===== config.mk =====
export PLATFORM = sky130hd
export DESIGN_NAME = tsd_status_display
export DESIGN_NICKNAME = d
export VERILOG_FILES = /design/src/pkg/tsd_pkg.sv /design/src/design/tsd_hex_digits.sv /design/src/design/tsd_status_display.sv
export SDC_FILE = /design/constraint.sdc
export NUM_CORES = 1
export LEC_CHECK = 0
export BUFFER_PORTS_ARGS = -buffer_cell sky130_fd_sc_hd__clkbuf_2
export CAP_MARGIN = 20
export CORE_ASPECT_RATIO = 0.6
export CORE_MARGIN = 2
export CORE_UTILIZATION = 45
export DETAILED_ROUTE_END_ITERATION = 8
export GPL_ROUTABILITY_DRIVEN = 0
export PLACE_DENSITY = 0.72
export SYNTH_ARGS = -nofsm -noshare
export SYNTH_HDL_FRONTEND = slang
export SYNTH_SLANG_ARGS = --single-unit
export TNS_END_PERCENT = 10

===== constraint.sdc =====
create_clock -name core_clk -period 4 [get_ports core_clk]
set_input_delay 0.2 -clock core_clk [delete_from_list [all_inputs] [get_ports core_clk]]
set_output_delay 0.2 -clock core_clk [all_outputs]
set_load 0.02 [all_outputs]

===== src/pkg/tsd_pkg.sv =====
// terminal status display: shared constants, field layouts, types and the hex font
package tsd_pkg;

  // apb register map (byte addresses)
  localparam int unsigned        TSD_ADDR_W        = 8;
  localparam logic [7:0]         TSD_OFF_CTRL      = 8'h00;
  localparam logic [7:0]         TSD_OFF_IN_WORD   = 8'h04;
  localparam logic [7:0]         TSD_OFF_OUT_WORD  = 8'h08;
  localparam logic [7:0]         TSD_OFF_SEG       = 8'h0c;
  localparam logic [7:0]         TSD_OFF_TERM_RAW  = 8'h10;
  localparam logic [7:0]         TSD_OFF_OPT_RAW   = 8'h14;
  localparam logic [1:0]         TSD_ALIGN_OK      = 2'h0;

  // control register fields
  localparam int unsigned        TSD_CTRL_HEX_BIT  = 0;
  localparam int unsigned        TSD_CTRL_SRC_LSB  = 1;
  localparam int unsigned        TSD_CTRL_WSEL_BIT = 3;
  localparam logic [31:0]        TSD_CTRL_MASK     = 32'h0000000f;
  localparam logic [31:0]        TSD_CTRL_RESET    = 32'h00000000;

  // view source codes in the control register
  localparam logic [1:0]         TSD_SRC_TERM      = 2'h0;
  localparam logic [1:0]         TSD_SRC_COMM      = 2'h1;
  localparam logic [1:0]         TSD_SRC_OPT       = 2'h2;

  // status word bit positions
  localparam int unsigned        TSD_BIT_FWD       = 0;
  localparam int unsigned        TSD_BIT_REV       = 1;
  localparam int unsigned        TSD_BIT_GEN_LSB   = 2;
  localparam int unsigned        TSD_BIT_TR_LSB    = 0;
  localparam int unsigned        TSD_BIT_RELAY     = 8;
  localparam int unsigned        TSD_BIT_CFWD      = 13;
  localparam int unsigned        TSD_BIT_CREV      = 14;
  localparam int unsigned        TSD_BIT_CRST      = 15;
  localparam int unsigned        TSD_BIT_OPT_SEL   = 12;
  localparam int unsigned        TSD_BIT_OPT_OLSB  = 0;

  // widths
  localparam int unsigned        TSD_GEN_N         = 5;
  localparam int unsigned        TSD_TR_N          = 2;
  localparam int unsigned        TSD_OPT_IN_N      = 12;
  localparam int unsigned        TSD_OPT_OUT_N     = 8;
  localparam int unsigned        TSD_DIGITS        = 4;
  localparam logic [15:0]        TSD_WORD_ZERO     = 16'h0000;

  // segment bit positions within one digit, a at bit 0 up to dp at bit 7
  localparam int unsigned        TSD_SEG_A         = 0;
  localparam int unsigned        TSD_SEG_B         = 1;
  localparam int unsigned        TSD_SEG_F         = 5;
  localparam int unsigned        TSD_SEG_G         = 6;
  localparam int unsigned        TSD_SEG_DP        = 7;
  localparam logic [7:0]         TSD_SEG_DASH      = 8'h40;
  localparam logic [7:0]         TSD_SEG_BLANK     = 8'h00;

  typedef logic [15:0] tsd_word_t;
  typedef logic [7:0]  tsd_digit_t;

  // physical control terminals, one means circuit closed
  typedef struct packed {
    logic                        relay_contact_output;
    logic [TSD_TR_N-1:0]         transistor_output;
    logic [TSD_GEN_N-1:0]        general_input;
    logic                        reverse_run_input;
    logic                        forward_run_input;
  } tsd_term_s;

  // commands from the communications link, normal logic
  typedef struct packed {
    logic                        comm_alarm_reset_command;
    logic                        comm_reverse_command;
    logic                        comm_forward_command;
    logic [15:0]                 comm_input_command_word;
  } tsd_comm_s;

  // optional digital i/o board
  typedef struct packed {
    logic                        option_select_input;
    logic [TSD_OPT_IN_N-1:0]     option_input;
    logic [TSD_OPT_OUT_N-1:0]    option_output;
  } tsd_opt_s;

  // one nibble to its seven-segment pattern, characters 0 to f
  function automatic tsd_digit_t tsd_hex_font(input logic [3:0] nib);
    tsd_digit_t seg;
    case (nib)
      4'h0:    seg = 8'h3f;
      4'h1:    seg = 8'h06;
      4'h2:    seg = 8'h5b;
      4'h3:    seg = 8'h4f;
      4'h4:    seg = 8'h66;
      4'h5:    seg = 8'h6d;
      4'h6:    seg = 8'h7d;
      4'h7:    seg = 8'h07;
      4'h8:    seg = 8'h7f;
      4'h9:    seg = 8'h6f;
      4'ha:    seg = 8'h77;
      4'hb:    seg = 8'h7c;
      4'hc:    seg = 8'h39;
      4'hd:    seg = 8'h5e;
      4'he:    seg = 8'h79;
      default: seg = 8'h71;
    endcase
    return seg;
  endfunction : tsd_hex_font

endpackage : tsd_pkg


===== src/design/tsd_hex_digits.sv =====
// status word to four hexadecimal seven-segment digits
`timescale 1ns/1ps
module tsd_hex_digits (
  input  wire tsd_pkg::tsd_word_t word,
  output logic [31:0]             segs
);
  import tsd_pkg::*;

  // digit 3 (leftmost) carries bits 15..12, digit 0 carries bits 3..0
  always_comb begin
    for (int i = 0; i < TSD_DIGITS; i++) begin
      segs[i*8 +: 8] = tsd_hex_font(word[i*4 +: 4]);
    end
  end

endmodule : tsd_hex_digits


===== src/design/tsd_status_display.sv =====
// terminal status display: sampling, status words, segment view and apb registers
`timescale 1ns/1ps

// How it works
// segment view: rightmost digit a..g follow forward, reverse, general inputs one..five
// segment view: third digit a,b follow transistor outputs one and two
// segment view: leftmost digit a follows the relay contact
// segment view: all terminals off shows a dash on every digit
// hex view: 16-bit word, unassigned bits forced to zero
// hex view: leftmost digit bits 15..12, rightmost bits 3..0
// input word: forward run bit 0, reverse run bit 1, one when closed
// input word: general inputs one..five at bits 2..6
// output word: transistor outputs one and two at bits 0 and 1
// output word: relay contact at bit 8, one when closed
// comm view shows the received command word in the same formats
// comm view puts forward, reverse, alarm reset commands at bits 13..15
// comm view shows signals in normal, non-inverted logic
// option words: inputs at bits 0..11, select bit 12, outputs bits 0..7
// option segment view spreads inputs, select and outputs over three digits
// software selects segment view or hexadecimal view
// each nibble rendered as one hex character 0..f
// inputs sampled every clock, display refreshed from samples every cycle
module tsd_status_display (
  input  wire                    core_clk,
  input  wire                    rstn,
  // apb slave
  input  wire                    psel,
  input  wire                    penable,
  input  wire                    pwrite,
  input  wire [7:0]              paddr,
  input  wire [31:0]             pwdata,
  output logic [31:0]            prdata,
  output logic                   pready,
  output logic                   pslverr,
  // terminals and commands
  input  wire tsd_pkg::tsd_term_s terminals,
  input  wire tsd_pkg::tsd_comm_s comm_commands,
  input  wire tsd_pkg::tsd_opt_s  option_board,
  // led monitor, digit 3 leftmost in bits 31..24
  output logic [31:0]            led_segments,
  output tsd_pkg::tsd_word_t     shown_word
);
  import tsd_pkg::*;

  // registered samples of the terminal, command and option board inputs
  tsd_term_s                     term_q;
  tsd_comm_s                     comm_q;
  tsd_opt_s                      opt_q;

  // control
  logic [31:0]                   ctrl;
  logic                          hex_mode;
  logic [1:0]                    view_src;
  logic                          word_sel;

  // assembled words
  tsd_word_t                     term_in_word;
  tsd_word_t                     term_out_word;
  tsd_word_t                     comm_in_word;
  tsd_word_t                     opt_in_word;
  tsd_word_t                     opt_out_word;
  tsd_word_t                     sel_in_word;
  tsd_word_t                     sel_out_word;
  tsd_word_t                     next_shown_word;

  // segment images
  logic [31:0]                   hex_segs;
  logic [31:0]                   term_segs;
  logic [31:0]                   comm_segs;
  logic [31:0]                   opt_segs;
  logic [31:0]                   next_led_segments;

  // apb
  logic                          apb_setup;
  logic                          apb_write;
  logic                          addr_hit;
  logic [31:0]                   next_prdata;
  logic                          rd_err;

  // ---------------------------------------------------------------
  // input sampling
  // ---------------------------------------------------------------
  always_ff @(posedge core_clk) begin
    if (!rstn) begin
      term_q <= '0;
      comm_q <= '0;
      opt_q  <= '0;
    end else begin
      term_q <= terminals;
      comm_q <= comm_commands;
      opt_q  <= option_board;
    end
  end

  // ---------------------------------------------------------------
  // control fields
  // ---------------------------------------------------------------
  assign hex_mode = ctrl[TSD_CTRL_HEX_BIT];
  assign view_src = ctrl[TSD_CTRL_SRC_LSB +: 2];
  assign word_sel = ctrl[TSD_CTRL_WSEL_BIT];

  always_ff @(posedge core_clk) begin
    if (!rstn) begin
      ctrl <= TSD_CTRL_RESET;
    end else if (apb_write && paddr == TSD_OFF_CTRL) begin
      ctrl <= pwdata & TSD_CTRL_MASK;
    end
  end

  // ---------------------------------------------------------------
  // status words
  // ---------------------------------------------------------------
  always_comb begin
    term_in_word                                 = TSD_WORD_ZERO;
    term_in_word[TSD_BIT_FWD]                    = term_q.forward_run_input;
    term_in_word[TSD_BIT_REV]                    = term_q.reverse_run_input;
    term_in_word[TSD_BIT_GEN_LSB +: TSD_GEN_N]   = term_q.general_input;
  end

  always_comb begin
    term_out_word                                = TSD_WORD_ZERO;
    term_out_word[TSD_BIT_TR_LSB +: TSD_TR_N]    = term_q.transistor_output;
    term_out_word[TSD_BIT_RELAY]                 = term_q.relay_contact_output;
  end

  // command word taken as received, no inversion
  always_comb begin
    comm_in_word                 = comm_q.comm_input_command_word;
    comm_in_word[TSD_BIT_CFWD]   = comm_q.comm_forward_command;
    comm_in_word[TSD_BIT_CREV]   = comm_q.comm_reverse_command;
    comm_in_word[TSD_BIT_CRST]   = comm_q.comm_alarm_reset_command;
  end

  always_comb begin
    opt_in_word                                  = TSD_WORD_ZERO;
    opt_in_word[TSD_OPT_IN_N-1:0]                = opt_q.option_input;
    opt_in_word[TSD_BIT_OPT_SEL]                 = opt_q.option_select_input;
  end

  always_comb begin
    opt_out_word                                 = TSD_WORD_ZERO;
    opt_out_word[TSD_BIT_OPT_OLSB +: TSD_OPT_OUT_N] = opt_q.option_output;
  end

  // source selection; unused code falls back to the terminals
  always_comb begin
    case (view_src)
      TSD_SRC_COMM: begin
        sel_in_word  = comm_in_word;
        sel_out_word = term_out_word;
      end
      TSD_SRC_OPT: begin
        sel_in_word  = opt_in_word;
        sel_out_word = opt_out_word;
      end
      default: begin
        sel_in_word  = term_in_word;
        sel_out_word = term_out_word;
      end
    endcase
  end

  assign next_shown_word = word_sel ? sel_out_word : sel_in_word;

  // ---------------------------------------------------------------
  // hexadecimal rendering
  // ---------------------------------------------------------------
  tsd_hex_digits u_hex_digits (
    .word (next_shown_word),
    .segs (hex_segs)
  );

  // ---------------------------------------------------------------
  // segment view for the control terminals
  // ---------------------------------------------------------------
  always_comb begin
    term_segs = '0;
    term_segs[TSD_SEG_A +: 7] = term_in_word[TSD_BIT_FWD +: 7];
    term_segs[16 + TSD_SEG_A] = term_q.transistor_output[0];
    term_segs[16 + TSD_SEG_B] = term_q.transistor_output[1];
    term_segs[24 + TSD_SEG_A] = term_q.relay_contact_output;
    if (term_in_word == TSD_WORD_ZERO && term_out_word == TSD_WORD_ZERO) begin
      term_segs = {TSD_DIGITS{TSD_SEG_DASH}};
    end
  end

  // comm view: same layout, link commands on the second digit
  always_comb begin
    comm_segs = '0;
    comm_segs[TSD_SEG_A +: 7] = comm_in_word[TSD_BIT_FWD +: 7];
    comm_segs[8 + TSD_SEG_F]  = comm_in_word[TSD_BIT_CFWD];
    comm_segs[8 + TSD_SEG_G]  = comm_in_word[TSD_BIT_CREV];
    comm_segs[8 + TSD_SEG_DP] = comm_in_word[TSD_BIT_CRST];
    comm_segs[16 + TSD_SEG_A] = term_q.transistor_output[0];
    comm_segs[16 + TSD_SEG_B] = term_q.transistor_output[1];
    comm_segs[24 + TSD_SEG_A] = term_q.relay_contact_output;
    if (comm_in_word == TSD_WORD_ZERO && term_out_word == TSD_WORD_ZERO) begin
      comm_segs = {TSD_DIGITS{TSD_SEG_DASH}};
    end
  end

  // option board view, leftmost digit dark
  always_comb begin
    opt_segs           = '0;
    opt_segs[7:0]      = opt_q.option_input[7:0];
    opt_segs[11:8]     = opt_q.option_input[11:8];
    opt_segs[12]       = opt_q.option_select_input;
    opt_segs[23:16]    = opt_q.option_output;
  end

  // ---------------------------------------------------------------
  // display refresh
  // ---------------------------------------------------------------
  always_comb begin
    if (hex_mode) begin
      next_led_segments = hex_segs;
    end else begin
      case (view_src)
        TSD_SRC_COMM: next_led_segments = comm_segs;
        TSD_SRC_OPT:  next_led_segments = opt_segs;
        default:      next_led_segments = term_segs;
      endcase
    end
  end

  always_ff @(posedge core_clk) begin
    if (!rstn) begin
      led_segments <= {TSD_DIGITS{TSD_SEG_BLANK}};
      shown_word   <= TSD_WORD_ZERO;
    end else begin
      led_segments <= next_led_segments;
      shown_word   <= next_shown_word;
    end
  end

  // ---------------------------------------------------------------
  // apb slave: read data latched in setup, answered in first access cycle
  // ---------------------------------------------------------------
  assign apb_setup = psel && !penable;
  assign apb_write = psel && penable && pwrite && addr_hit;
  assign pready    = psel && penable;

  always_comb begin
    addr_hit    = (paddr[1:0] == TSD_ALIGN_OK);
    next_prdata = '0;
    case (paddr)
      TSD_OFF_CTRL:     next_prdata = ctrl;
      TSD_OFF_IN_WORD:  next_prdata = {16'h0000, sel_in_word};
      TSD_OFF_OUT_WORD: next_prdata = {16'h0000, sel_out_word};
      TSD_OFF_SEG:      next_prdata = led_segments;
      TSD_OFF_TERM_RAW: next_prdata = {16'h0000, term_in_word[7:0], term_out_word[8],
                                       5'h00, term_out_word[1:0]};
      TSD_OFF_OPT_RAW:  next_prdata = {11'h000, opt_q};
      default:          addr_hit    = 1'b0;
    endcase
  end

  always_ff @(posedge core_clk) begin
    if (!rstn) begin
      prdata <= '0;
      rd_err <= 1'b0;
    end else if (apb_setup) begin
      prdata <= pwrite ? 32'h00000000 : next_prdata;
      rd_err <= !addr_hit;
    end
  end

  assign pslverr = pready && rd_err;

endmodule : tsd_status_display


* Word-level counts from Yosys, hierarchy flattened
Memory sizes are Yosys's and may differ from the RTL's.
Index checks and enable logic that the tools add are counted.
W data, S select, Z words.
** Operators by class
- Eq/ne operators :: 7
- Muxes and demuxes :: 10
- Reduce and logical (&&, ||, !) cells :: 16
** Operator list (number)
- $pmux W32 S6 :: 1
- $mux W32 :: 2
- $pmux W32 S2 :: 1
- $mux W31 :: 2
- $logic_not A16 Y1 :: 3
- $pmux W16 S2 :: 1
- $eq A8 B4 Y1 const B :: 2
- $eq A8 B5 Y1 const B :: 2
- $mux W16 :: 1
- $mux W9 :: 1
- $eq A8 B3 Y1 const B :: 1
- $logic_and A1 B1 Y1 :: 8
- $logic_not A8 Y1 :: 1
- $reduce_or A6 Y1 :: 1
- $eq A2 B1 Y1 const B :: 1
- $eq A2 B2 Y1 const B :: 1
- $logic_not A1 Y1 :: 2
- $logic_not A2 Y1 :: 1
- $mux W1 :: 1
** Storage, ports and cells
- Flip-flop bits (word level) :: 132
- ROM bits :: 448
- Input bits :: 95
- Output and inout port bits :: 82
- Logic and storage cells :: 54
- Memories :: 4
** Memory list
- (no name shown) :: depth 16, width 7, read ports 1, clocked after memory_dff 0, write ports 0, line tsd_pkg.sv:85 : case (nib)
- (no name shown) :: depth 16, width 7, read ports 1, clocked after memory_dff 0, write ports 0, line tsd_pkg.sv:85
- (no name shown) :: depth 16, width 7, read ports 1, clocked after memory_dff 0, write ports 0, line tsd_pkg.sv:85
- (no name shown) :: depth 16, width 7, read ports 1, clocked after memory_dff 0, write ports 0, line tsd_pkg.sv:85

* Logic depth before layout (Yosys ltp)
Gate-level depths: netlist of run 1.
- Depth after elaboration :: 5
- Gate-level depth with buffers :: 14
- Mapped depth without buffers :: 11

* Cells and area by module
From an unflattened synthesis of run 1, not the netlist that was laid out.
** Second synthesis, totals
- Cells, all modules :: 700
- Area total of the unflattened synthesis :: 6249.7 sq um
** Modules (own cells, without submodules)
- tsd_status_display :: instances 1, cells each 565, area an instance 5216.3 sq um, sequential area each 2642.5 sq um
- tsd_hex_digits :: instances 1, cells each 135, area an instance 1033.5 sq um, sequential area each 0.0 sq um

* Worst setup path before layout of run 1
OpenSTA, ideal clock, no wires.
- Path type :: reg-to-reg
- Start point :: register ctrl[1]
- End point :: register led_segments[4]
- Library setup time :: 0.132 ns
- Data arrival time :: 2.672 ns
- Setup slack :: 1.196 ns
- Stages on the path, launching flop included :: 15
- Path buffers :: 3
- Period minus slack after synthesis :: 2.804 ns
- Path through :: dfxtp_1 > inv_1 > ha_1 > clkbuf_1 > clkbuf_1 > clkbuf_1 > a21oi_1 > a21oi_1 > nand2_1 > o21ai_0 > inv_1 > ha_1 > a211oi_1 > a21o_1 > o22ai_1
** On the way
- Word-level cells in the longest chain between the ends :: 5
- Elaborated cells between the ends (all ways) :: 8
** Ends and longest elaborated chain
- start, declared :: line tsd_status_display.sv:51 : logic [31:0] ctrl;
- start signal, assigned :: line tsd_status_display.sv:106 : ctrl <= pwdata & TSD_CTRL_MASK;
- $eq A2 B2 Y1 or $eq A2 B1 Y1 (tied branches) :: line tsd_status_display.sv:147 : case (view_src)
- $pmux W16 S2 or $mux W9 (tied branches) :: line tsd_status_display.sv:147
- $mux W16 * :: line tsd_status_display.sv:163 : assign next_shown_word = word_sel ? sel_out_word : sel_in_word;
- named net next_shown_word[0] :: line tsd_status_display.sv:64 : tsd_word_t next_shown_word;
- $mem_v2 Z16 W7 *
- $mux W32 * :: line tsd_status_display.sv:215 : if (hex_mode) begin
- end signal, assigned :: line tsd_status_display.sv:228 : led_segments <= {TSD_DIGITS{TSD_SEG_BLANK}};
- end signal, assigned :: line tsd_status_display.sv:231 : led_segments <= next_led_segments;
- end, declared :: line tsd_status_display.sv:40 : output logic [31:0] led_segments,
The timed path passes the listed nets; every way through them passes the cells marked *.
A chain may end at the register's enable or synchronous reset.

* Final worst setup path of run 1
- Start point :: register ctrl[1]
- End point :: register led_segments[0]
Same word-level chain as after synthesis.

==> reports/metrics.yaml, run 1 <==
outcome:
  status: "finished with violations"
  violations: "design-rule violations"
logic_synthesis:
  synth_edf_count: 0
  ys_async_sr_fraction_pct: 0
  synthFlopType: "dfxtp_1"
  syn_area_per_cell_um2: 8.941
  syn-cell-area_um2: 6080
  synth-seq-cells: 130
  yosys.cell_types.count: 60
  synth_seq_area_share_pct: 42.81
  syn_inst: 680
  yosysWarnings: 0
global_route:
  groute.usage.overall_pct: 29.84
  gr-total-overflow: 0
  grt_pass1_vias: 6013
  grt_max_degree: 62
  grt_pass1_wl_mm: 32.83
  antenna_found_initial: 0
finish:
  flow.area_growth_from_synthesis_pct: 30.42
  seqCellArea_um2: 2603
  diodes: 0
  multiInputGateArea_um2: 3236
  fin_cells: 1036
  nets: 977
  final_area_um2: 7929
  mostFrequentLayoutCells: "143 x clkbuf_2, 130 x dfxtp_1, 63 x nand2_1"
  final_common_cell: "clkbuf_2"
  fillers: 1109
  drive_above_1_share_pct: 22.86
sta:
  min_period_ns: 3.282
  final-hold-violation-count: 0
  period_share_pct: 82.05
  finalSetupViolations: 0
  fin_skew_ns: 0.009112
  worstMarginPinSlew_ns: 1.114
  grt_setup_unrepaired: "false"
  finalMaxSlewViolations: 0
  relSlewSlack_pct: 24.68
  max_freq_mhz: 304.7
  fin_setup_tns_ns: 0
route:
  via_per_inst: 6.026
  num_vias: 6243
  drcViolationCount: 1
  drtIter0Drc: 956
  routed_wl_mm: 21.08
  dr.pass1.iters: 9
  routedWlPerCell_um: 20.34
  ant_nets: 0
clock_tree:
  cts_tree: "done"
  cts.repair.resized: 0
  clk_pin_slew_worst_paths_ns: 0.06
  clock_sinks: 130
  insertion_delay_ns: 0.43
  clock_path_buffers: 2
  postCtsHoldBufs: 41
  post_cts_buffers: 0
  cts_root_buffer: "clkbuf_16"
  htree_levels: 4
  cts-buffers-inserted: 17
setup_path:
  path_cells: "inv_1 -> ha_1 -> nor2b_1 -> or3_1 -> o21ai_0 -> inv_1 -> ha_1 -> inv_1 -> a221oi_1 -> o21ai_0"
  worst-path-max-fanout: 19
  slowest_delay_ns: 0.67
  path_buf_inv: 3
  critPathLaunchType: "flip-flop"
  crit_path_frequent_cell: "inv_1"
  cp_top_family: "adder cells"
  required_ns: 4.27
  critPathKind: "flip-flop to flip-flop"
  cp.arrival_ns: 3.55
  cp_slowest_cell: "ha_1"
  critPathCaptureType: "flip-flop"
placement:
  io_buffers: 143
  placed_cell_area_um2: 6950
  place_inst: 963
  dp_hpwl_mm: 15.16
pwr:
  vdd_drop_max_v: 0.0001721
  power.leakage_nw: 3.429
  power.density_nw_per_um2: 390.7
hold_path:
  hold_path_class: "input pin to flip-flop"
floorplanning:
  io_pins: 177
  die_height_um: 94.04
  dieArea_um2: 14490
  die_x_um: 154.1
  initial_core_util_pct: 46.72
  core_area_um2: 13010
  rows: 32
run:
  maxCapViolCount: 0
## registers in the layout, indices dropped and copies added, names as in the netlist
signal,cells
opt_in_word,13
comm_in_word,16
prdata,31
rd_err,1
term_in_word,7
led_segments,31
ctrl,4
shown_word,16
opt_out_word,8
term_out_word,3
## logic make-up after synthesis
group	Yosys count	share of synthesized area (%)
AOI/OAI and AO/OA	173	20.95
adders and majority gates	29	5.968
muxes	19	3.169
and+or+nand+nor	260	22.33
DFF	130	42.81
other	1	0.06168
buffers and inverters	65	4.281
xor gates and xnor gates	3	0.4323
## path summary, 6_finish.rpt
path / slack, ns / to / from / cells past startpoint
hold / removal: 0.007 / opt_out_word[4] / option_board[4] / 2
setup reg to reg: 0.72 / led_segments[0] / ctrl[1] / 10
setup / recovery: 0.72 / led_segments[0] / ctrl[1] / 10
hold reg to reg: 0.45 / prdata[28] / prdata[28] / 2
## cells in the mapped netlist (7+ instances only)
cell type  count  area, um^2
nand3b_1       7       52.55
o211ai_1       7       52.55
nand3_1       25       125.1
buf_2          7       35.03
a22o_1        16       140.1
a21oi_1       22       110.1
and2_1        60       375.4
dfxtp_1      130        2603
a211oi_1       8       60.06
nand2b_1       8       50.05
o21ai_0       26       130.1
a221oi_1      21       183.9
nor2b_1       10       62.56
nor4_1         7       43.79
a22oi_1       18       135.1
o31ai_1        7       52.55
mux2i_1       17       170.2
inv_1         19       71.32
nor2_1        45       168.9
ha_1          29       362.9
nand2_1       63       236.5
clkbuf_1      34       127.6
nor3_1         9       45.04
## layer usage
layer  global-route usage, %  wire length, um  vias to the layer above
met4                   10.98              610                        0
li1                        -                -                     2814
met1                   40.80             9215                     2873
met3                   11.12             2803                       83
met5                       0                0                        -
met2                   42.83             8447                      473
## worst register-to-register path, delay by kind of cell (launching register included)
kind	cells	cell delay, ns
flops	1	0.44
simple gates	2	0.42
compound gates	3	0.91
buf+inv	3	0.42
fa+ha+maj	2	0.94
## power by group
group / leakage (nW) / internal, mW / total (mW) / switching, mW
logic: 2.09 / 0.100 / 0.217 / 0.117
registers: 1.06 / 1.33 / 1.37 / 0.0446
clock network: 0.276 / 0.912 / 1.51 / 0.594
## through the flow
stage                     worst slack [ns]  total power, mW  utilization [%]  hold slack, ns
after floorplan                      1.196            1.484                -          0.3273
after global placement              0.9872            1.571            53.41          0.4071
after detailed placement            0.8807            1.578            53.41          0.4108
after CTS                           0.8374            3.099            60.93       0.0003853
after global routing                0.5826            3.188            60.93        0.003009
final                               0.7179            3.097            60.93        0.007235
## area by class of cell
type	instances	share of cell area (%)
Inverter	19	0.8995
Multi-Input combinational cell	486	40.81
Tap cell	170	2.683
Clock inverter	14	1.752
Timing Repair Buffer	199	15.62
Clock buffer	18	5.413
Sequential cell	130	32.82
Power figures use the tool's default switching activity.
==> run 2: changes to the inputs <==
Settings changed: PLACE_DENSITY 0.72 to 0.75.
Clock period 4 ns to 2.7 ns, I/O delays scaled along.
==> run 2 against run 1 <==
The run now ends clean; die area did not move; count of clock-buffer cells in the layout unchanged; worst setup slack worse by 0.56 ns; sequential power is 49% higher; clock power is 72% higher; combinational power up 59%; core utilization up 3.6 points; worst hold slack improved by 0.14 ns; first-iteration DRC count shrank 20%; power up 61%; register-to-register slack got worse by 0.56 ns; largest cell class unchanged.
==> reports/metrics.yaml, run 2 (synthesized netlist as in run 1, its figures left out) <==
setup_path:
  critPathKind: "flip-flop to flip-flop"
  r2r_start: "ctrl[1]"
  required_ns: 2.97  # -1.30 ns
  rrSetupSlack_ns: 0.16  # -0.56 ns
  worstSetupEndpoint: "led_segments[4]"
  critPathCaptureType: "flip-flop"
  cp.arrival_ns: 2.82  # -0.73 ns
  worst-path-max-fanout: 7  # -12
  worstSetupStartpoint: "ctrl[1]"
  regToRegEndpoint: "led_segments[4]"
  reg2reg_depth: 11  # +1
  critPathLaunchType: "flip-flop"
run:
  maxCapViolCount: 0  # unchanged
finish:
  multiInputGateArea_um2: 3251  # +0.46%
  final_area_um2: 8401  # +5.9%
  drive_above_1_share_pct: 25.96  # +3.1 points
  diodes: 0  # unchanged
  fin_cells: 1079  # +4.2%
  final_common_cell: "clkbuf_2"
  fillers: 1039  # -6.3%
  reg_top3: "led_segments x31, prdata x31"
  flow.area_growth_from_synthesis_pct: 38.18
  mostFrequentLayoutCells: "143 x clkbuf_2, 130 x dfxtp_1, 63 x nand2_1"
  seqCellArea_um2: 2603  # unchanged
  nets: 1020  # +4.4%
floorplanning:
  core_area_um2: 13010  # unchanged
  die_height_um: 94.04  # unchanged
  die_x_um: 154.1  # unchanged
  io_pins: 177  # unchanged
  rows: 32  # unchanged
  initial_core_util_pct: 46.72  # unchanged
  dieArea_um2: 14490  # unchanged
sta:
  fin_setup_tns_ns: 0  # unchanged
  grt_setup_unrepaired: "false"
  min_period_ns: 2.544  # -0.7379 ns
  max_freq_mhz: 393.1  # +29%
  finalSetupViolations: 0  # unchanged
  fin_ws_ns: 0.1559  # -0.5621 ns
  fin_skew_ns: 0.009380  # +0.0002686 ns
  finalMaxSlewViolations: 0  # unchanged
  period_share_pct: 94.23  # +12 points
  relSlewSlack_pct: 42.37  # +18 points
  final-hold-violation-count: 0  # unchanged
  worstMarginPinSlew_ns: 0.8613  # -0.2529 ns
placement:
  io_buffers: 143  # unchanged
  dp_hpwl_mm: 15.44  # +1.8%
  placed_cell_area_um2: 7216  # +3.8%
  dpl_worst_slack_ns: 0.1853  # -0.6954 ns
  place_inst: 996  # +3.4%
hold_path:
  hold_path_class: "input pin to flip-flop"
route:
  ant_nets: 0  # unchanged
  routedWlPerCell_um: 20.01  # -1.7%
  via_per_inst: 5.887  # -2.3%
  dr.pass1.iters: 8  # -1
  num_vias: 6352  # +1.7%
  routed_wl_mm: 21.59  # +2.4%
  drcViolationCount: 0  # -1
  drtIter0Drc: 761  # -20%
outcome:
  status: "completed"
global_route:
  grt_pass1_vias: 5925  # -1.5%
  grt_max_degree: 36  # -42%
  groute.usage.overall_pct: 30.22  # +0.38 points
  grt_pass1_wl_mm: 33.21  # +1.2%
  antenna_found_initial: 0  # unchanged
  gr-total-overflow: 0  # unchanged
pwr:
  vdd_drop_max_v: 0.0003713  # +120%
  power.leakage_nw: 3.694  # +7.7%
  power.density_nw_per_um2: 592.4  # +52%
clock_tree:
  insertion_delay_ns: 0.42  # about the same
  cts_root_buffer: "clkbuf_16"
  clk_pin_slew_worst_paths_ns: 0.06  # about the same
  htree_levels: 4  # unchanged
  clock_sinks: 130  # unchanged
  cts_tree: "done"
  clock_path_buffers: 2  # unchanged
  cts-buffers-inserted: 17  # unchanged
run 2: timing repair:
action / in CTS / in global routing
hold endpoints to repair: 51 / 0
setup buffers: 0 / 0
gates resized for setup: 0 / 3
setup endpoints to repair: 0 / 5
hold buffers: 51 / 0
run 2: critical path, stage by stage, from the launching register on:
cell	delay (ns)
dfxtp_1	0.33
inv_1	0.04
ha_1	0.40
nor2b_1	0.20
or3_1	0.34
o21ai_0	0.13
inv_1	0.13
buf_4	0.17
ha_1	0.21
a211oi_1	0.23
a21o_1	0.13
o22ai_1	0.08
run 2: worst min path at each step:
stage                     start         endpoint  depth (start not counted)
5_1_grt                  pwrite        prdata[0]                          4
2_1_floorplan  comm_commands[0]  comm_in_word[0]                          1
3_5_place_dp   option_board[19]  opt_in_word[11]                          2
6_report                 pwrite        prdata[0]                          4
3_3_place_gp   option_board[19]  opt_in_word[11]                          2
4_1_cts                  pwrite        prdata[0]                          4
run 2: through the flow:
step / hold slack (ns) / utilization [%] / total power [mW]
floorplan: 0.2623 / - / 2.198
global placement: 0.3426 / 55.45 / 2.346
detailed placement: 0.3439 / 55.45 / 2.350
CTS: 0.1388 / 64.48 / 4.977
global route: 0.1738 / 64.56 / 5.092
finish: 0.1427 / 64.56 / 4.977
run 2: per-layer routing:
layer  vias to the layer above  track usage, %  wire length [um]
met3                        67           12.32              3150
met4                         0           9.969               543
li1                       2898               -                 -
met2                       468           43.20              8532
met1                      2919           41.17              9362
met5                         -               0                 0
run 2: final cells by class:
class | instances | area share [%]
multi-input cells | 486 | 38.70
well taps | 170 | 2.532
repair buffers | 242 | 19.03
inverters | 19 | 0.8490
flip-flops and latches | 130 | 30.98
clock buffers | 18 | 5.228
clock inverters | 14 | 2.681
run 2: power by group:
part	total, mW	internal [mW]	switching [mW]
Clock	2.59	1.68	0.912
Combinational	0.345	0.170	0.176
Sequential	2.04	1.97	0.0716
